[src/rtl/fcvrp_regs.svh]
// Register offsets, field positions, reset values and command codes of the flash command sequencer.
`ifndef FCVRP_REGS_SVH
`define FCVRP_REGS_SVH
`define FCVRP_OFS_STATUS 8'h00
`define FCVRP_OFS_INDEX 8'h04
`define FCVRP_OFS_WORD 8'h08
`define FCVRP_OFS_MODE 8'h0C
`define FCVRP_OFS_PROT 8'h10
`define FCVRP_ST_COMPLETE 7
`define FCVRP_ST_ACCESS_ERR 5
`define FCVRP_ST_PROT_VIOL 4
`define FCVRP_ST_MG1 1
`define FCVRP_ST_MG0 0
`define FCVRP_PROT_EN 31
`define FCVRP_MODE_RST 3'h7
`define FCVRP_MODE_BLANK 0
`define FCVRP_MODE_ONCE 1
`define FCVRP_MODE_PROG 2
`define FCVRP_CMD_BLANK 8'h03
`define FCVRP_CMD_ONCE 8'h04
`define FCVRP_CMD_PROG 8'h06
`define FCVRP_IDX_BLANK 3'h2
`define FCVRP_IDX_ONCE 3'h1
`define FCVRP_IDX_PROG 3'h5
`define FCVRP_ONCE_MAX 16'h0007
`define FCVRP_PHRASE_BYTES 21'h000008
`define FCVRP_RESP_OKAY 2'h0
`define FCVRP_RESP_SLVERR 2'h2
`endif

[src/rtl/fcvrp_pkg.sv]
// Types shared by the flash command sequencer.
`default_nettype none
package fcvrp_pkg;
   typedef enum logic [2:0] {
      FCVRP_IDLE = 3'b000,
      FCVRP_CHECK = 3'b001,
      FCVRP_REQ = 3'b010,
      FCVRP_WAIT = 3'b011,
      FCVRP_DONE = 3'b100
   } fcvrp_state_t;
   typedef enum logic [1:0] {
      FCVRP_OP_NONE = 2'b00,
      FCVRP_OP_BLANK = 2'b01,
      FCVRP_OP_ONCE = 2'b10,
      FCVRP_OP_PROG = 2'b11
   } fcvrp_op_t;
endpackage : fcvrp_pkg
`default_nettype wire

[src/rtl/fcvrp_top.sv]
// Flash command sequencer for section blank-check, once-field read and phrase program.
`include "fcvrp_regs.svh"
`default_nettype none
module fcvrp_top #(
   parameter logic [20:0] FLASH_BYTES = 21'h040000
) (
   // Clock and reset.
   input wire logic CLOCK,
   input wire logic RST,
   // AXI4-Lite write address and data.
   input wire logic [7:0] AWADDR,
   input wire logic AWVALID,
   output logic AWREADY,
   input wire logic [31:0] WDATA,
   input wire logic [3:0] WSTRB,
   input wire logic WVALID,
   output logic WREADY,
   // AXI4-Lite write response.
   output logic [1:0] BRESP,
   output logic BVALID,
   input wire logic BREADY,
   // AXI4-Lite read.
   input wire logic [7:0] ARADDR,
   input wire logic ARVALID,
   output logic ARREADY,
   output logic [31:0] RDATA,
   output logic [1:0] RRESP,
   output logic RVALID,
   input wire logic RREADY,
   // Flash array port.
   output logic FLASH_REQ,
   output logic FLASH_WE,
   output logic FLASH_INFO,
   output logic [17:0] FLASH_ADDR,
   output logic [63:0] FLASH_WDATA,
   input wire logic FLASH_ACK,
   input wire logic [63:0] FLASH_RDATA,
   input wire logic FLASH_ECC_ANY,
   input wire logic FLASH_ECC_FATAL,
   // Status toward the processor read path.
   output logic PFLASH_READ_INVALID,
   output logic BUSY
);
   import fcvrp_pkg::*;

   fcvrp_state_t state;
   fcvrp_op_t op;
   logic cmd_complete_flag;
   logic access_error_flag;
   logic protection_violation_flag;
   logic read_status_any_error;
   logic read_status_uncorrectable;
   logic [2:0] cmd_object_index;
   logic [15:0] cmd_object_word [0:5];
   logic [2:0] mode_allow;
   logic [31:0] prot;
   logic [17:0] cur_addr;
   logic [15:0] left;
   logic writing;
   logic aw_have;
   logic w_have;
   logic [7:0] aw_addr;
   logic [31:0] w_data;
   logic [3:0] w_strb;
   logic wr_fire;
   logic wr_hit;
   logic launch;
   logic [7:0] cmd_code;
   logic [17:0] cmd_addr;
   logic [20:0] range_end;
   logic set_acc;
   logic set_prot;
   logic set_mg1;
   logic set_mg0;

   // True when the phrase address lies inside the program flash.
   function automatic logic addr_ok(input logic [17:0] a);
      addr_ok = ({3'h0, a} < FLASH_BYTES);
   endfunction : addr_ok

   // True when a write offset is a mapped register.
   function automatic logic reg_hit(input logic [7:0] a);
      reg_hit = (a == `FCVRP_OFS_STATUS) || (a == `FCVRP_OFS_INDEX) || (a == `FCVRP_OFS_WORD) ||
                (a == `FCVRP_OFS_MODE) || (a == `FCVRP_OFS_PROT);
   endfunction : reg_hit

   assign cmd_code = cmd_object_word[0][15:8];
   assign cmd_addr = {cmd_object_word[0][1:0], cmd_object_word[1]};
   assign range_end = {3'h0, cmd_addr} + {2'h0, cmd_object_word[2], 3'h0};
   assign wr_fire = aw_have && w_have && !BVALID;
   assign wr_hit = reg_hit(aw_addr);
   assign launch = wr_fire && (aw_addr == `FCVRP_OFS_STATUS) && w_strb[0] &&
                   w_data[`FCVRP_ST_COMPLETE] && cmd_complete_flag;

   // AXI4-Lite write channels: address and data taken in either order.
   always_ff @(posedge CLOCK) begin
      if (RST) begin
         AWREADY <= 1'b0;
         WREADY <= 1'b0;
         aw_have <= 1'b0;
         w_have <= 1'b0;
         aw_addr <= 8'h00;
         w_data <= 32'h0000_0000;
         w_strb <= 4'h0;
         BVALID <= 1'b0;
         BRESP <= `FCVRP_RESP_OKAY;
      end else begin
         AWREADY <= !aw_have && !(AWVALID && AWREADY);
         WREADY <= !w_have && !(WVALID && WREADY);
         if (AWVALID && AWREADY) begin
            aw_have <= 1'b1;
            aw_addr <= AWADDR;
         end
         if (WVALID && WREADY) begin
            w_have <= 1'b1;
            w_data <= WDATA;
            w_strb <= WSTRB;
         end
         if (wr_fire) begin
            BVALID <= 1'b1;
            BRESP <= wr_hit ? `FCVRP_RESP_OKAY : `FCVRP_RESP_SLVERR;
         end
         if (BVALID && BREADY) begin
            BVALID <= 1'b0;
            aw_have <= 1'b0;
            w_have <= 1'b0;
         end
      end
   end

   // AXI4-Lite read channel: one cycle from address to data.
   always_ff @(posedge CLOCK) begin
      if (RST) begin
         ARREADY <= 1'b0;
         RVALID <= 1'b0;
         RDATA <= 32'h0000_0000;
         RRESP <= `FCVRP_RESP_OKAY;
      end else begin
         ARREADY <= !RVALID && !(ARVALID && ARREADY);
         if (ARVALID && ARREADY) begin
            RVALID <= 1'b1;
            RRESP <= reg_hit(ARADDR) ? `FCVRP_RESP_OKAY : `FCVRP_RESP_SLVERR;
            case (ARADDR)
               `FCVRP_OFS_STATUS: RDATA <= {24'h0, cmd_complete_flag, 1'b0, access_error_flag,
                                           protection_violation_flag, 2'h0, read_status_any_error,
                                           read_status_uncorrectable};
               `FCVRP_OFS_INDEX: RDATA <= {29'h0, cmd_object_index};
               `FCVRP_OFS_WORD: RDATA <= (cmd_object_index <= 3'h5) ?
                                         {16'h0, cmd_object_word[cmd_object_index]} : 32'h0000_0000;
               `FCVRP_OFS_MODE: RDATA <= {29'h0, mode_allow};
               `FCVRP_OFS_PROT: RDATA <= prot;
               default: RDATA <= 32'h0000_0000;
            endcase
         end else if (RVALID && RREADY) begin
            RVALID <= 1'b0;
         end
      end
   end

   // Index, mode and protection registers; loading is refused while a command runs.
   always_ff @(posedge CLOCK) begin
      if (RST) begin
         cmd_object_index <= 3'h0;
         mode_allow <= `FCVRP_MODE_RST;
         prot <= 32'h0000_0000;
      end else if (wr_fire && cmd_complete_flag) begin
         if (aw_addr == `FCVRP_OFS_INDEX && w_strb[0]) begin
            cmd_object_index <= w_data[2:0];
         end
         if (aw_addr == `FCVRP_OFS_MODE && w_strb[0]) begin
            mode_allow <= w_data[2:0];
         end
         if (aw_addr == `FCVRP_OFS_PROT) begin
            prot <= w_data;
         end
      end
   end

   // Command object words: loaded by software, filled by the once-field read.
   always_ff @(posedge CLOCK) begin
      if (RST) begin
         for (int i = 0; i < 6; i++) begin
            cmd_object_word[i] <= 16'h0000;
         end
      end else if (state == FCVRP_WAIT && FLASH_ACK && op == FCVRP_OP_ONCE) begin
         cmd_object_word[2] <= FLASH_RDATA[63:48];
         cmd_object_word[3] <= FLASH_RDATA[47:32];
         cmd_object_word[4] <= FLASH_RDATA[31:16];
         cmd_object_word[5] <= FLASH_RDATA[15:0];
      end else if (wr_fire && cmd_complete_flag && aw_addr == `FCVRP_OFS_WORD &&
                   cmd_object_index <= 3'h5) begin
         if (w_strb[0]) begin
            cmd_object_word[cmd_object_index][7:0] <= w_data[7:0];
         end
         if (w_strb[1]) begin
            cmd_object_word[cmd_object_index][15:8] <= w_data[15:8];
         end
      end
   end

   // Parameter checks made in the cycle after launch.
   always_comb begin
      set_acc = 1'b0;
      set_prot = 1'b0;
      case (cmd_code)
         `FCVRP_CMD_BLANK: begin
            if (!mode_allow[`FCVRP_MODE_BLANK] || cmd_object_index != `FCVRP_IDX_BLANK ||
                !addr_ok(cmd_addr) || cmd_addr[2:0] != 3'h0 || range_end > FLASH_BYTES) begin
               set_acc = 1'b1;
            end
         end
         `FCVRP_CMD_ONCE: begin
            if (!mode_allow[`FCVRP_MODE_ONCE] || cmd_object_index != `FCVRP_IDX_ONCE ||
                cmd_object_word[1] > `FCVRP_ONCE_MAX) begin
               set_acc = 1'b1;
            end
         end
         `FCVRP_CMD_PROG: begin
            if (!mode_allow[`FCVRP_MODE_PROG] || cmd_object_index != `FCVRP_IDX_PROG ||
                !addr_ok(cmd_addr) || cmd_addr[2:0] != 3'h0) begin
               set_acc = 1'b1;
            end else if (prot[`FCVRP_PROT_EN] && cmd_addr >= prot[17:0]) begin
               set_prot = 1'b1;
            end
         end
         default: set_acc = 1'b1;
      endcase
   end

   // Read-status events from each completed flash read access; write accesses raise none.
   always_comb begin
      set_mg1 = 1'b0;
      set_mg0 = 1'b0;
      if (state == FCVRP_WAIT && FLASH_ACK && !writing) begin
         if (FLASH_ECC_ANY || FLASH_ECC_FATAL) begin
            set_mg1 = 1'b1;
         end
         if (FLASH_ECC_FATAL) begin
            set_mg0 = 1'b1;
         end
         if (op == FCVRP_OP_BLANK && FLASH_RDATA != 64'hFFFF_FFFF_FFFF_FFFF) begin
            set_mg1 = 1'b1;
            set_mg0 = 1'b1;
         end
         if (op == FCVRP_OP_PROG && FLASH_RDATA != FLASH_WDATA) begin
            set_mg1 = 1'b1;
         end
      end
   end

   // Command sequencer.
   always_ff @(posedge CLOCK) begin
      if (RST) begin
         state <= FCVRP_IDLE;
         op <= FCVRP_OP_NONE;
         cur_addr <= 18'h00000;
         left <= 16'h0000;
         writing <= 1'b0;
      end else begin
         case (state)
            FCVRP_IDLE: begin
               if (launch) begin
                  state <= FCVRP_CHECK;
               end
            end
            FCVRP_CHECK: begin
               writing <= 1'b0;
               if (set_acc || set_prot) begin
                  state <= FCVRP_DONE;
               end else if (cmd_code == `FCVRP_CMD_BLANK) begin
                  op <= FCVRP_OP_BLANK;
                  cur_addr <= cmd_addr;
                  left <= cmd_object_word[2];
                  state <= (cmd_object_word[2] == 16'h0000) ? FCVRP_DONE : FCVRP_REQ;
               end else if (cmd_code == `FCVRP_CMD_ONCE) begin
                  op <= FCVRP_OP_ONCE;
                  cur_addr <= {cmd_object_word[1][14:0], 3'h0};
                  state <= FCVRP_REQ;
               end else begin
                  op <= FCVRP_OP_PROG;
                  cur_addr <= cmd_addr;
                  writing <= 1'b1;
                  state <= FCVRP_REQ;
               end
            end
            FCVRP_REQ: begin
               state <= FCVRP_WAIT;
            end
            FCVRP_WAIT: begin
               if (FLASH_ACK) begin
                  if (writing) begin
                     writing <= 1'b0;
                     state <= FCVRP_REQ;
                  end else if (op == FCVRP_OP_BLANK && left != 16'h0001) begin
                     left <= left - 16'h0001;
                     cur_addr <= cur_addr + 18'h00008;
                     state <= FCVRP_REQ;
                  end else begin
                     state <= FCVRP_DONE;
                  end
               end
            end
            FCVRP_DONE: begin
               op <= FCVRP_OP_NONE;
               state <= FCVRP_IDLE;
            end
            default: state <= FCVRP_IDLE;
         endcase
      end
   end

   // Flash port, held from request until acknowledge.
   always_ff @(posedge CLOCK) begin
      if (RST) begin
         FLASH_REQ <= 1'b0;
         FLASH_WE <= 1'b0;
         FLASH_INFO <= 1'b0;
         FLASH_ADDR <= 18'h00000;
         FLASH_WDATA <= 64'h0000_0000_0000_0000;
      end else if (state == FCVRP_REQ) begin
         FLASH_REQ <= 1'b1;
         FLASH_WE <= writing;
         FLASH_INFO <= (op == FCVRP_OP_ONCE);
         FLASH_ADDR <= cur_addr;
         FLASH_WDATA <= {cmd_object_word[2], cmd_object_word[3], cmd_object_word[4], cmd_object_word[5]};
      end else if (FLASH_ACK) begin
         FLASH_REQ <= 1'b0;
         FLASH_WE <= 1'b0;
      end
   end

   // Status flags; a hardware set wins over a software clear in the same cycle.
   always_ff @(posedge CLOCK) begin
      if (RST) begin
         cmd_complete_flag <= 1'b1;
         access_error_flag <= 1'b0;
         protection_violation_flag <= 1'b0;
         read_status_any_error <= 1'b0;
         read_status_uncorrectable <= 1'b0;
         PFLASH_READ_INVALID <= 1'b0;
         BUSY <= 1'b0;
      end else begin
         if (wr_fire && aw_addr == `FCVRP_OFS_STATUS && w_strb[0]) begin
            if (w_data[`FCVRP_ST_ACCESS_ERR]) begin
               access_error_flag <= 1'b0;
            end
            if (w_data[`FCVRP_ST_PROT_VIOL]) begin
               protection_violation_flag <= 1'b0;
            end
         end
         if (launch) begin
            cmd_complete_flag <= 1'b0;
            read_status_any_error <= 1'b0;
            read_status_uncorrectable <= 1'b0;
            BUSY <= 1'b1;
         end
         if (state == FCVRP_CHECK && set_acc) begin
            access_error_flag <= 1'b1;
         end
         if (state == FCVRP_CHECK && set_prot) begin
            protection_violation_flag <= 1'b1;
         end
         if (set_mg1) begin
            read_status_any_error <= 1'b1;
         end
         if (set_mg0) begin
            read_status_uncorrectable <= 1'b1;
         end
         if (state == FCVRP_CHECK && cmd_code == `FCVRP_CMD_ONCE && !set_acc) begin
            PFLASH_READ_INVALID <= 1'b1;
         end
         if (state == FCVRP_DONE) begin
            cmd_complete_flag <= 1'b1;
            PFLASH_READ_INVALID <= 1'b0;
            BUSY <= 1'b0;
         end
      end
   end
endmodule : fcvrp_top
`default_nettype wire

[config.mk]
export PLATFORM = sky130hd
export DESIGN_NAME = fcvrp_top
export DESIGN_NICKNAME = d
export VERILOG_FILES = /design/src/rtl/fcvrp_pkg.sv /design/src/rtl/fcvrp_top.sv
export VERILOG_INCLUDE_DIRS = /design/src /design/src/rtl
export SDC_FILE = /design/constraint.sdc
export NUM_CORES = 1
export LEC_CHECK = 0
export ABC_CLOCK_PERIOD_IN_PS = 7500
export BUFFER_PORTS_ARGS = -buffer_cell sky130_fd_sc_hd__buf_2
export CORE_UTILIZATION = 60
export DETAILED_ROUTE_END_ITERATION = 12
export PLACE_DENSITY = 0.83
export SKIP_LAST_GASP = 1
export SLEW_MARGIN = 0
export SYNTH_ARGS = -nofsm -noshare
export SYNTH_HDL_FRONTEND = slang
export SYNTH_SLANG_ARGS = --single-unit
[constraint.sdc]
create_clock -name CLOCK -period 7.5 [get_ports CLOCK]
set_clock_uncertainty 0.1 [all_clocks]
set_input_delay 0.75 -clock CLOCK [delete_from_list [all_inputs] [get_ports CLOCK]]
set_output_delay 0.75 -clock CLOCK [all_outputs]
set_load 0.05 [all_outputs]
# Yosys cells after proc, flatten, opt, wreduce, memory -nomap -nowiden
# Memories as Yosys holds them, arrays and structs flattened. A register that Yosys moved wholly into a read port is not among the register bits.
# Cells that the tools add are included.
[word_totals] memories=1 in_bits=126 ram_bits=96 register_bits=255 elab_cells=247
[mem_list] memory="cmd_object_word" depth=6 width=16 rd=7 rd_clocked_by_memory_dff=4 write_ports=6 line_no="fcvrp_top.sv:54" rtl="logic [15:0] cmd_object_word [0:5];"
[op_classes] order_cmp=4 addsub=3 bitwise_logic=4 mux=85 reduce_logical=87 eq_ne=30
[op_table] operator="16-bit 2-to-1 mux" count=11
[op_table] operator="32-bit case mux with 5 select lines" count=1
[op_table] operator="18-bit 2-to-1 mux" count=6
[op_table] operator="64-bit != test" count=1
[op_table] operator="64-bit != test, second input constant" count=1
[op_table] operator="1-bit 2-to-1 mux" count=46
[op_table] operator="18-bit case mux with 2 select lines" count=1
[op_table] operator="8-bit by 3-bit == test with 1-bit output, second input constant" count=4
[op_table] operator="8-bit by 4-bit == test with 1-bit output, second input constant" count=4
[op_table] operator="16-bit case mux with 2 select lines" count=1
[op_table] operator="1-bit logical AND" count=30
[op_table] operator="3-bit 2-to-1 mux" count=10
[op_table] operator="18-bit by 19-bit adder with 20-bit output" count=1
[op_table] operator="20-bit by 19-bit greater-than comparator with 1-bit output, second input constant" count=1
[op_table] operator="2-bit nonzero test" count=10
[op_table] operator="18-bit by 4-bit adder with 18-bit output, second input constant" count=1
[op_table] operator="18-bit >= comparator" count=1
[op_table] operator="1-bit logical OR" count=17
[op_table] operator="8-bit by 5-bit == test with 1-bit output, second input constant" count=2
[op_table] operator="16-bit by 3-bit greater-than comparator with 1-bit output, second input constant" count=1
[op_table] operator="16-bit logical NOT" count=1
[op_table] operator="8-bit logical NOT" count=2
[op_table] operator="16-bit by 1-bit != test with 1-bit output, second input constant" count=1
[op_table] operator="2-bit AND reduction" count=8
[op_table] operator="26 further kinds" count=51

# Depth between registers and ports, before layout
# Gate-level depths: netlist of run 1.
[logic_depth] ltp_word=11 depth_mapped=13

# Worst setup path before layout of run 1
# OpenSTA, ideal clock, no wires.
[synth_path] kind="register to register" from="memory cmd_object_word[1][3]" to="register left[3]" path_stages_with_launch=14 path_buffers=1 setup_time_ns=0.116 slack_ns=4.120 arrival_ns=3.164 path_cell_list="edfxtp_1 -> ha_1 -> fa_1 -> a211oi_2 -> o21ai_1 -> o31ai_1 -> xnor2_1 -> nor4b_2 -> a31oi_1 -> nor4_2 -> o21ai_1 -> clkbuf_2 -> o21bai_1 -> a31o_2"
[synth_rtl] element="from (decl)" line_no="fcvrp_top.sv:54"
[synth_rtl] element="to (signal assigned)" line_no="fcvrp_top.sv:273" rtl="left <= cmd_object_word[2];"
[synth_rtl] element="to (signal assigned)" line_no="fcvrp_top.sv:295" rtl="left <= left - 16'h0001;"
[synth_rtl] element="to (decl)" line_no="fcvrp_top.sv:58" rtl="logic [15:0] left;"

==> results of run 1 <==
layer usage:
layer	vias up	wire length (um)
li1	7550	-
met4	0	4190
met3	280	7150
met5	-	0
met2	1216	27000
met1	7931	21500
sequential cells by signal, summed over array words and instances, names as in the netlist, 2 cells and up, named ones only:
| signal | cells |
|---|---|
| cmd_object_word | 128 |
| FLASH_WDATA | 64 |
| RDATA | 32 |
| prot | 32 |
| w_data | 32 |
| FLASH_ADDR | 18 |
| cur_addr | 18 |
| left | 16 |
| aw_addr | 8 |
| cmd_object_index | 3 |
| mode_allow | 3 |
| state | 3 |
| op | 2 |
| w_strb | 2 |
placed cells by master (no fill, tap or decap), types with 9 or more instances in the layout:
master / netlist / final
a211oi_1: 14 / 14
a21oi_1: 250 / 250
a22o_1: 64 / 64
a31oi_1: 10 / 10
and2_1: 40 / 39
and3_1: 15 / 15
buf_2: 4 / 248
buf_4: 3 / 13
clkbuf_1: 100 / 11
clkbuf_16: 0 / 43
conb_1: 1 / 34
dfxtp_1: 256 / 255
edfxtp_1: 128 / 128
ha_1: 36 / 36
inv_1: 32 / 32
mux2_2: 9 / 9
mux2i_1: 29 / 29
mux4_2: 32 / 32
nand2_1: 378 / 376
nand2b_1: 18 / 18
nand3_1: 45 / 45
nand4_1: 34 / 34
nor2_1: 120 / 119
nor3_1: 53 / 53
nor4_1: 35 / 35
o21a_1: 11 / 11
o21ai_0: 50 / 50
xor2_1: 67 / 67
cell type report:
type	instances	area, sq um
Tap cell	390	488
Sequential cell	384	8970
Timing Repair Buffer	262	1350
Multi-Input combinational cell	1477	8960
Fill cell	2298	8690
Antenna cell	1	2.50
Inverter	34	128
Clock buffer	55	1130
Clock inverter	21	229
cells in the mapped netlist (all sizes together) (6+ instances only):
cell type,number
a211oi,16
a21o,6
a21oi,250
a221oi,6
a22o,64
a31oi,10
and2,40
and3,15
buf,24
clkbuf,103
dfxtp,256
edfxtp,128
ha,36
inv,33
mux2,9
mux2i,29
mux4,32
nand2,378
nand2b,18
nand3,46
nand3b,6
nand4,35
nor2,120
nor2b,6
nor3,54
nor3b,6
nor4,37
o21a,11
o21ai,54
o31ai,6
o32ai,8
or2,11
xor2,67
final timing paths:
| check | startpoint | endpoint | slack (ps) | cells after the start |
|---|---|---|---|---|
| min | WDATA[14] | w_data[14] | 340 | 3 |
| min reg2reg | w_data[24] | prot[24] | 350 | 2 |
| max | cmd_object_word[2][0] | left[3] | 3310 | 13 |
| max reg2reg | cmd_object_word[2][0] | left[3] | 3310 | 13 |
kinds of logic after synthesis:
family | count (synthesis) | share of synthesized area (%)
muxes | 70 | 6.04
DFF | 384 | 48.7
buffers and inverters | 161 | 3.39
other | 1 | 0.0204
AOI/OAI and AO/OA | 477 | 16.2
adders and majority gates | 37 | 2.55
and+or+nand+nor | 789 | 19.8
xor gates and xnor gates | 70 | 3.33
worst register-to-register path: cells and delay by family, from the launching register on:
kind,cells,cell delay (ps)
compound gates,7,1500
simple gates,2,780
fa+ha+maj,2,750
flops,1,590
buf+inv,1,240
xor+xnor,1,160
power by group through the flow:
stage                     clock, mW  sequential, mW  combinational, mW
after floorplan                   0            2.29              0.156
after global placement            0            2.30              0.279
after detailed placement          0            2.30              0.283
after CTS                      2.03            2.26              0.285
after global routing           2.12            2.26              0.312
final                          2.03            2.26              0.293
==> flow_summary.toml, run 1 <==
[global_route]
overflow = 0
grt.busiest_layer = "met2"
antenna_found_initial = 2
grt_max_degree = 105
globalRouteMet1Util_pct = 47.7
grt_use_total_pct = 37.7
grt_pass1_wl_mm = 89.3
met2_usage_pct = 58.9
grt_pass1_vias = 15791
use_met3_pct = 7.80

[cts]
ctsResizeCount = 0
cts_tree = "done"
clockBufferDepth = 3
cts_root_buffer = "clkbuf_16"
htreeDepth = 2
numCtsBuffers = 41
post_cts_buffers = 0
clock_latency_ps = 550
clock_sink_count = 384
cts.hold.buffers_added = 0
clk_pin_slew_ps = 60

[yosys]
syn_area_sq_um = 18400
synthFlopType = "dfxtp_1"
synth_cell_types = 77
yosys_warnings = 0
ys_async_sr_fraction_pct = 0
synth_cells = 1989
yosysSeqAreaShare_pct = 48.7
synth_top_area_share_pct = 27.8
synth_top_cell_by_area = "dfxtp_1"
synth_edf_count = 128
synth_top_cells_by_area = "dfxtp_1 (28%), edfxtp_1 (21%), nand2_1 (7.7%), a21oi_1 (6.8%), mux4_2 (3.9%)"
avgSynthCellArea_sq_um = 9.26
ys_seq_elements = 384

[setup_path]
required_ps = 7840
crit_arrival_ps = 4540
max_stage_delay_ps = 590
crit_slowest_cell = "edfxtp_1"
cp_max_fo = 31
cp_top_family = "compound AO/OA/AOI/OAI gates"
worst_setup_path_start_kind = "flip-flop"
critical_path_buf_inv_count = 1
path_common_cell = "o21ai_1"
crit_chain = "ha_1, fa_1, a211oi_2, o21ai_1, o31ai_1, xnor2_1, nor4b_2, a31oi_1, nor4_2, o21ai_1, buf_4, o21bai_1, a31o_2"
crit_path_end_kind = "flip-flop"
criticalPathCategory = "reg -> reg"

[hold_path]
hp-class = "in -> reg"

[placed_design]
hpwlAfterDp_mm = 41.8
dp.cells = 2547
place_congestion = 1.02
pre_cts_ws_ps = 3390
numPortBuffers = 249
placedInstanceArea_sq_um = 19900

[die]
ios = 254
initial_core_util_pct = 61.5
rows = 63
die_w_um = 177
core_sq_um = 30000
die_y_um = 177
dieArea_sq_um = 31400

[sta]
slew_viol_final = 0
setup_violations = 0
tns_ps = 0
layout_setup_ws_ps = 3310
fin_crit_sh_pct = 55.9
tightest_slew_ps = 1260
slew_headroom_pct = 16.3
min_period_ps = 4190
hold_violations = 0
rsz0062_at_grt = "no"
max_freq_ghz = 0.238
timing.hold.ws_ps = 344

[routing]
drc = 0
viasPerCell = 6.47
routed_wl_mm = 59.8
num_vias = 16977
first_iter_violations = 2497
antenna_left = 0
wl_per_cell_um = 22.8
firstDrtPassIters = 6

[power]
p_sw_share_pct = 23.8
cell_internal_pwr_mw = 3.50
power_switching_mw = 1.09
vdd_drop_max_uv = 195
p_comb_share_pct = 6.4
p_leak_nw = 8.13
p_seq_share_pct = 49.3
clkPwrFrac_pct = 44.3
power_mw = 4.59
power_per_cell_area_nw_per_um2 = 216

[layout]
nets = 2363
area_delta_synth_final_pct = 15.4
fin_cells = 2624
fin_util_pct = 71.0
stdcell_area_sq_um = 21300
drive_gt1_share_pct = 17.4

[run_status]
status = "complete, no violations"

[run]
drv_cap = 0
(Power assumes the default switching activity.)
==> run 2: changes to the inputs <==
--- a/config.mk
+++ b/config.mk
@@ -6,11 +6,11 @@
 export SDC_FILE = /design/constraint.sdc
 export NUM_CORES = 1
 export LEC_CHECK = 0
-export ABC_CLOCK_PERIOD_IN_PS = 7500
+export ABC_CLOCK_PERIOD_IN_PS = 4100
 export BUFFER_PORTS_ARGS = -buffer_cell sky130_fd_sc_hd__buf_2
-export CORE_UTILIZATION = 60
+export CORE_UTILIZATION = 58
 export DETAILED_ROUTE_END_ITERATION = 12
-export PLACE_DENSITY = 0.83
+export PLACE_DENSITY = 0.8
 export SKIP_LAST_GASP = 1
 export SLEW_MARGIN = 0
 export SYNTH_ARGS = -nofsm -noshare
==> constraint.sdc (replaced) <==
create_clock -name CLOCK -period 4.1 [get_ports CLOCK]
set_clock_uncertainty 0.1 [all_clocks]
set_input_delay 0.41 -clock CLOCK [delete_from_list [all_inputs] [get_ports CLOCK]]
set_output_delay 0.41 -clock CLOCK [all_outputs]
set_load 0.05 [all_outputs]
==> run 2 against run 1 <==
  * Critical endpoint unchanged
  * Sequential cell count is the same
  * Cell area rose by 2.3%
  * Sequential power is 82% higher
  * Die area increased by 3.4%
  * Sequential share of layout area decreased by 0.94 points
  * Count of clock-buffer cells in the layout up 1
  * Largest power group unchanged
==> flow_summary.toml, run 2 (same netlist as run 1, synthesis figures left out) <==
[run_status]
status = "complete, no violations"

[setup_path]
cp_max_fo = 26
max_stage_delay_ps = 460
crit_arrival_ps = 4080
r2r_slack_ps = 360
r2r-end = "left[3]"
r2r-start = "cmd_object_word[2][0]"
worst_setup_path_start_kind = "flip-flop"
required_ps = 4440
crit_chain = "ha_1, fa_1, a211oi_2, o21ai_1, buf_4, a2bb2oi_1, and2_1, a21oi_1, a31oi_1, nor4_4, o21ai_1, buf_4, nor3_1, a31o_2"
worstRegToRegCells = 14
criticalPathCategory = "reg -> reg"
crit_slowest_cell = "a31oi_1"
startpoint = "cmd_object_word[2][0]"
crit_path_end_kind = "flip-flop"

[global_route]
grt_pass1_vias = 16049
grt_use_total_pct = 37.4
grt_pass1_wl_mm = 93.2
grt_max_degree = 91
overflow = 0
antenna_found_initial = 4

[layout]
largest_reg_flops = 128
drive_gt1_share_pct = 19.5
final_common_cell = "nand2_1"
multiInputGateArea_sq_um = 8970
seqCellArea_sq_um = 8970
regMostFlops = "cmd_object_word"
fin_cells = 2698
fill_cells = 2410
area_delta_synth_final_pct = 18.1
fin_util_pct = 70.4
reg_top3 = "cmd_object_word: 128 flops, FLASH_WDATA: 64 flops"
stdcell_area_sq_um = 21700
nets = 2432
final_cell_mix = "nand2_1 (376), dfxtp_1 (255), a21oi_1 (250), buf_2 (248), edfxtp_1 (128)"

[cts]
numCtsBuffers = 39
clk_pin_slew_ps = 60
cts_tree = "done"
post_cts_buffers = 0
clockBufferDepth = 3
htreeDepth = 2
cts_root_buffer = "clkbuf_16"
clock_latency_ps = 550
clock_sink_count = 384

[hold_path]
hp-class = "in -> reg"
min_from = "WDATA[20]"
hold_depth = 3
hold-path-endpoint = "w_data[20]"

[die]
die_w_um = 180
ios = 254
core_sq_um = 30900
rows = 64
die_y_um = 180
dieArea_sq_um = 32500
initial_core_util_pct = 59.6

[routing]
num_vias = 17183
viasPerCell = 6.37
routed_wl_mm = 62.1
antenna_left = 0
drc = 0
first_iter_violations = 2183
firstDrtPassIters = 5
wl_per_cell_um = 23.0

[sta]
tns_ps = 0
fin_crit_sh_pct = 91.3
rsz0062_at_grt = "no"
timing.hold.ws_ps = 5.33
max_freq_ghz = 0.267
layout_setup_ws_ps = 358
slew_viol_final = 0
min_period_ps = 3740
setup_violations = 0
slew_headroom_pct = 10.6
hold_violations = 0
tightest_slew_ps = 1330

[power]
power_per_cell_area_nw_per_um2 = 379
vdd_drop_max_uv = 306
power_mw = 8.25
p_leak_nw = 8.43

[placed_design]
placedInstanceArea_sq_um = 20400
dp.cells = 2614
pre_cts_ws_ps = 270
place_congestion = 1.01
hpwlAfterDp_mm = 44.8
numPortBuffers = 249

[run]
drv_cap = 0
## run 2: how the worst max path moves through the flow
stage	to	slack, ps
6_report	left[3]	360
4_1_cts	left[3]	240
5_1_grt	left[3]	100
3_5_place_dp	left[3]	270
3_3_place_gp	left[2]	330
2_1_floorplan	left[3]	720
## run 2: area by class of cell
type / count / area share (%)
multi-input cells: 1477 / 41.2
clock inverters: 15 / 0.759
flip-flops and latches: 384 / 41.2
clock buffers: 56 / 5.06
well taps: 396 / 2.28
repair buffers: 333 / 8.79
diodes: 3 / 0.0345
inverters: 34 / 0.587
## run 2: metal layers
metal	GRT usage (%)	vias up	part of all wire [%]
met2	59.5	1168	45
met1	47.2	8064	36
met3	8.49	258	12
li1	-	7689	-
met4	20.9	4	6.3
met5	0	-	0.048
## run 2: worst max-delay path, delay by kind of cell, from the launching register on
| family | cells | cell delay, ps |
|---|---|---|
| flip-flops | 1 | 420 |
| AND/OR/NAND/NOR | 3 | 360 |
| buffers and inverters | 2 | 420 |
| adder cells (fa/ha/maj) | 2 | 690 |
| AO/OA/AOI/OAI | 7 | 1640 |
## run 2: report_power, final
group | internal [mW] | switching [mW] | total, mW
logic | 0.203 | 0.402 | 0.605
registers | 4.01 | 0.0921 | 4.11
clock network | 2.01 | 1.52 | 3.54
## run 2: what timing repair did
item / 4_1_cts / 5_1_grt
hold buffers: 10 / 0
setup endpoints to repair: 0 / 4
gates resized for setup: 0 / 1
endpoints found under the hold margin: 10 / 0
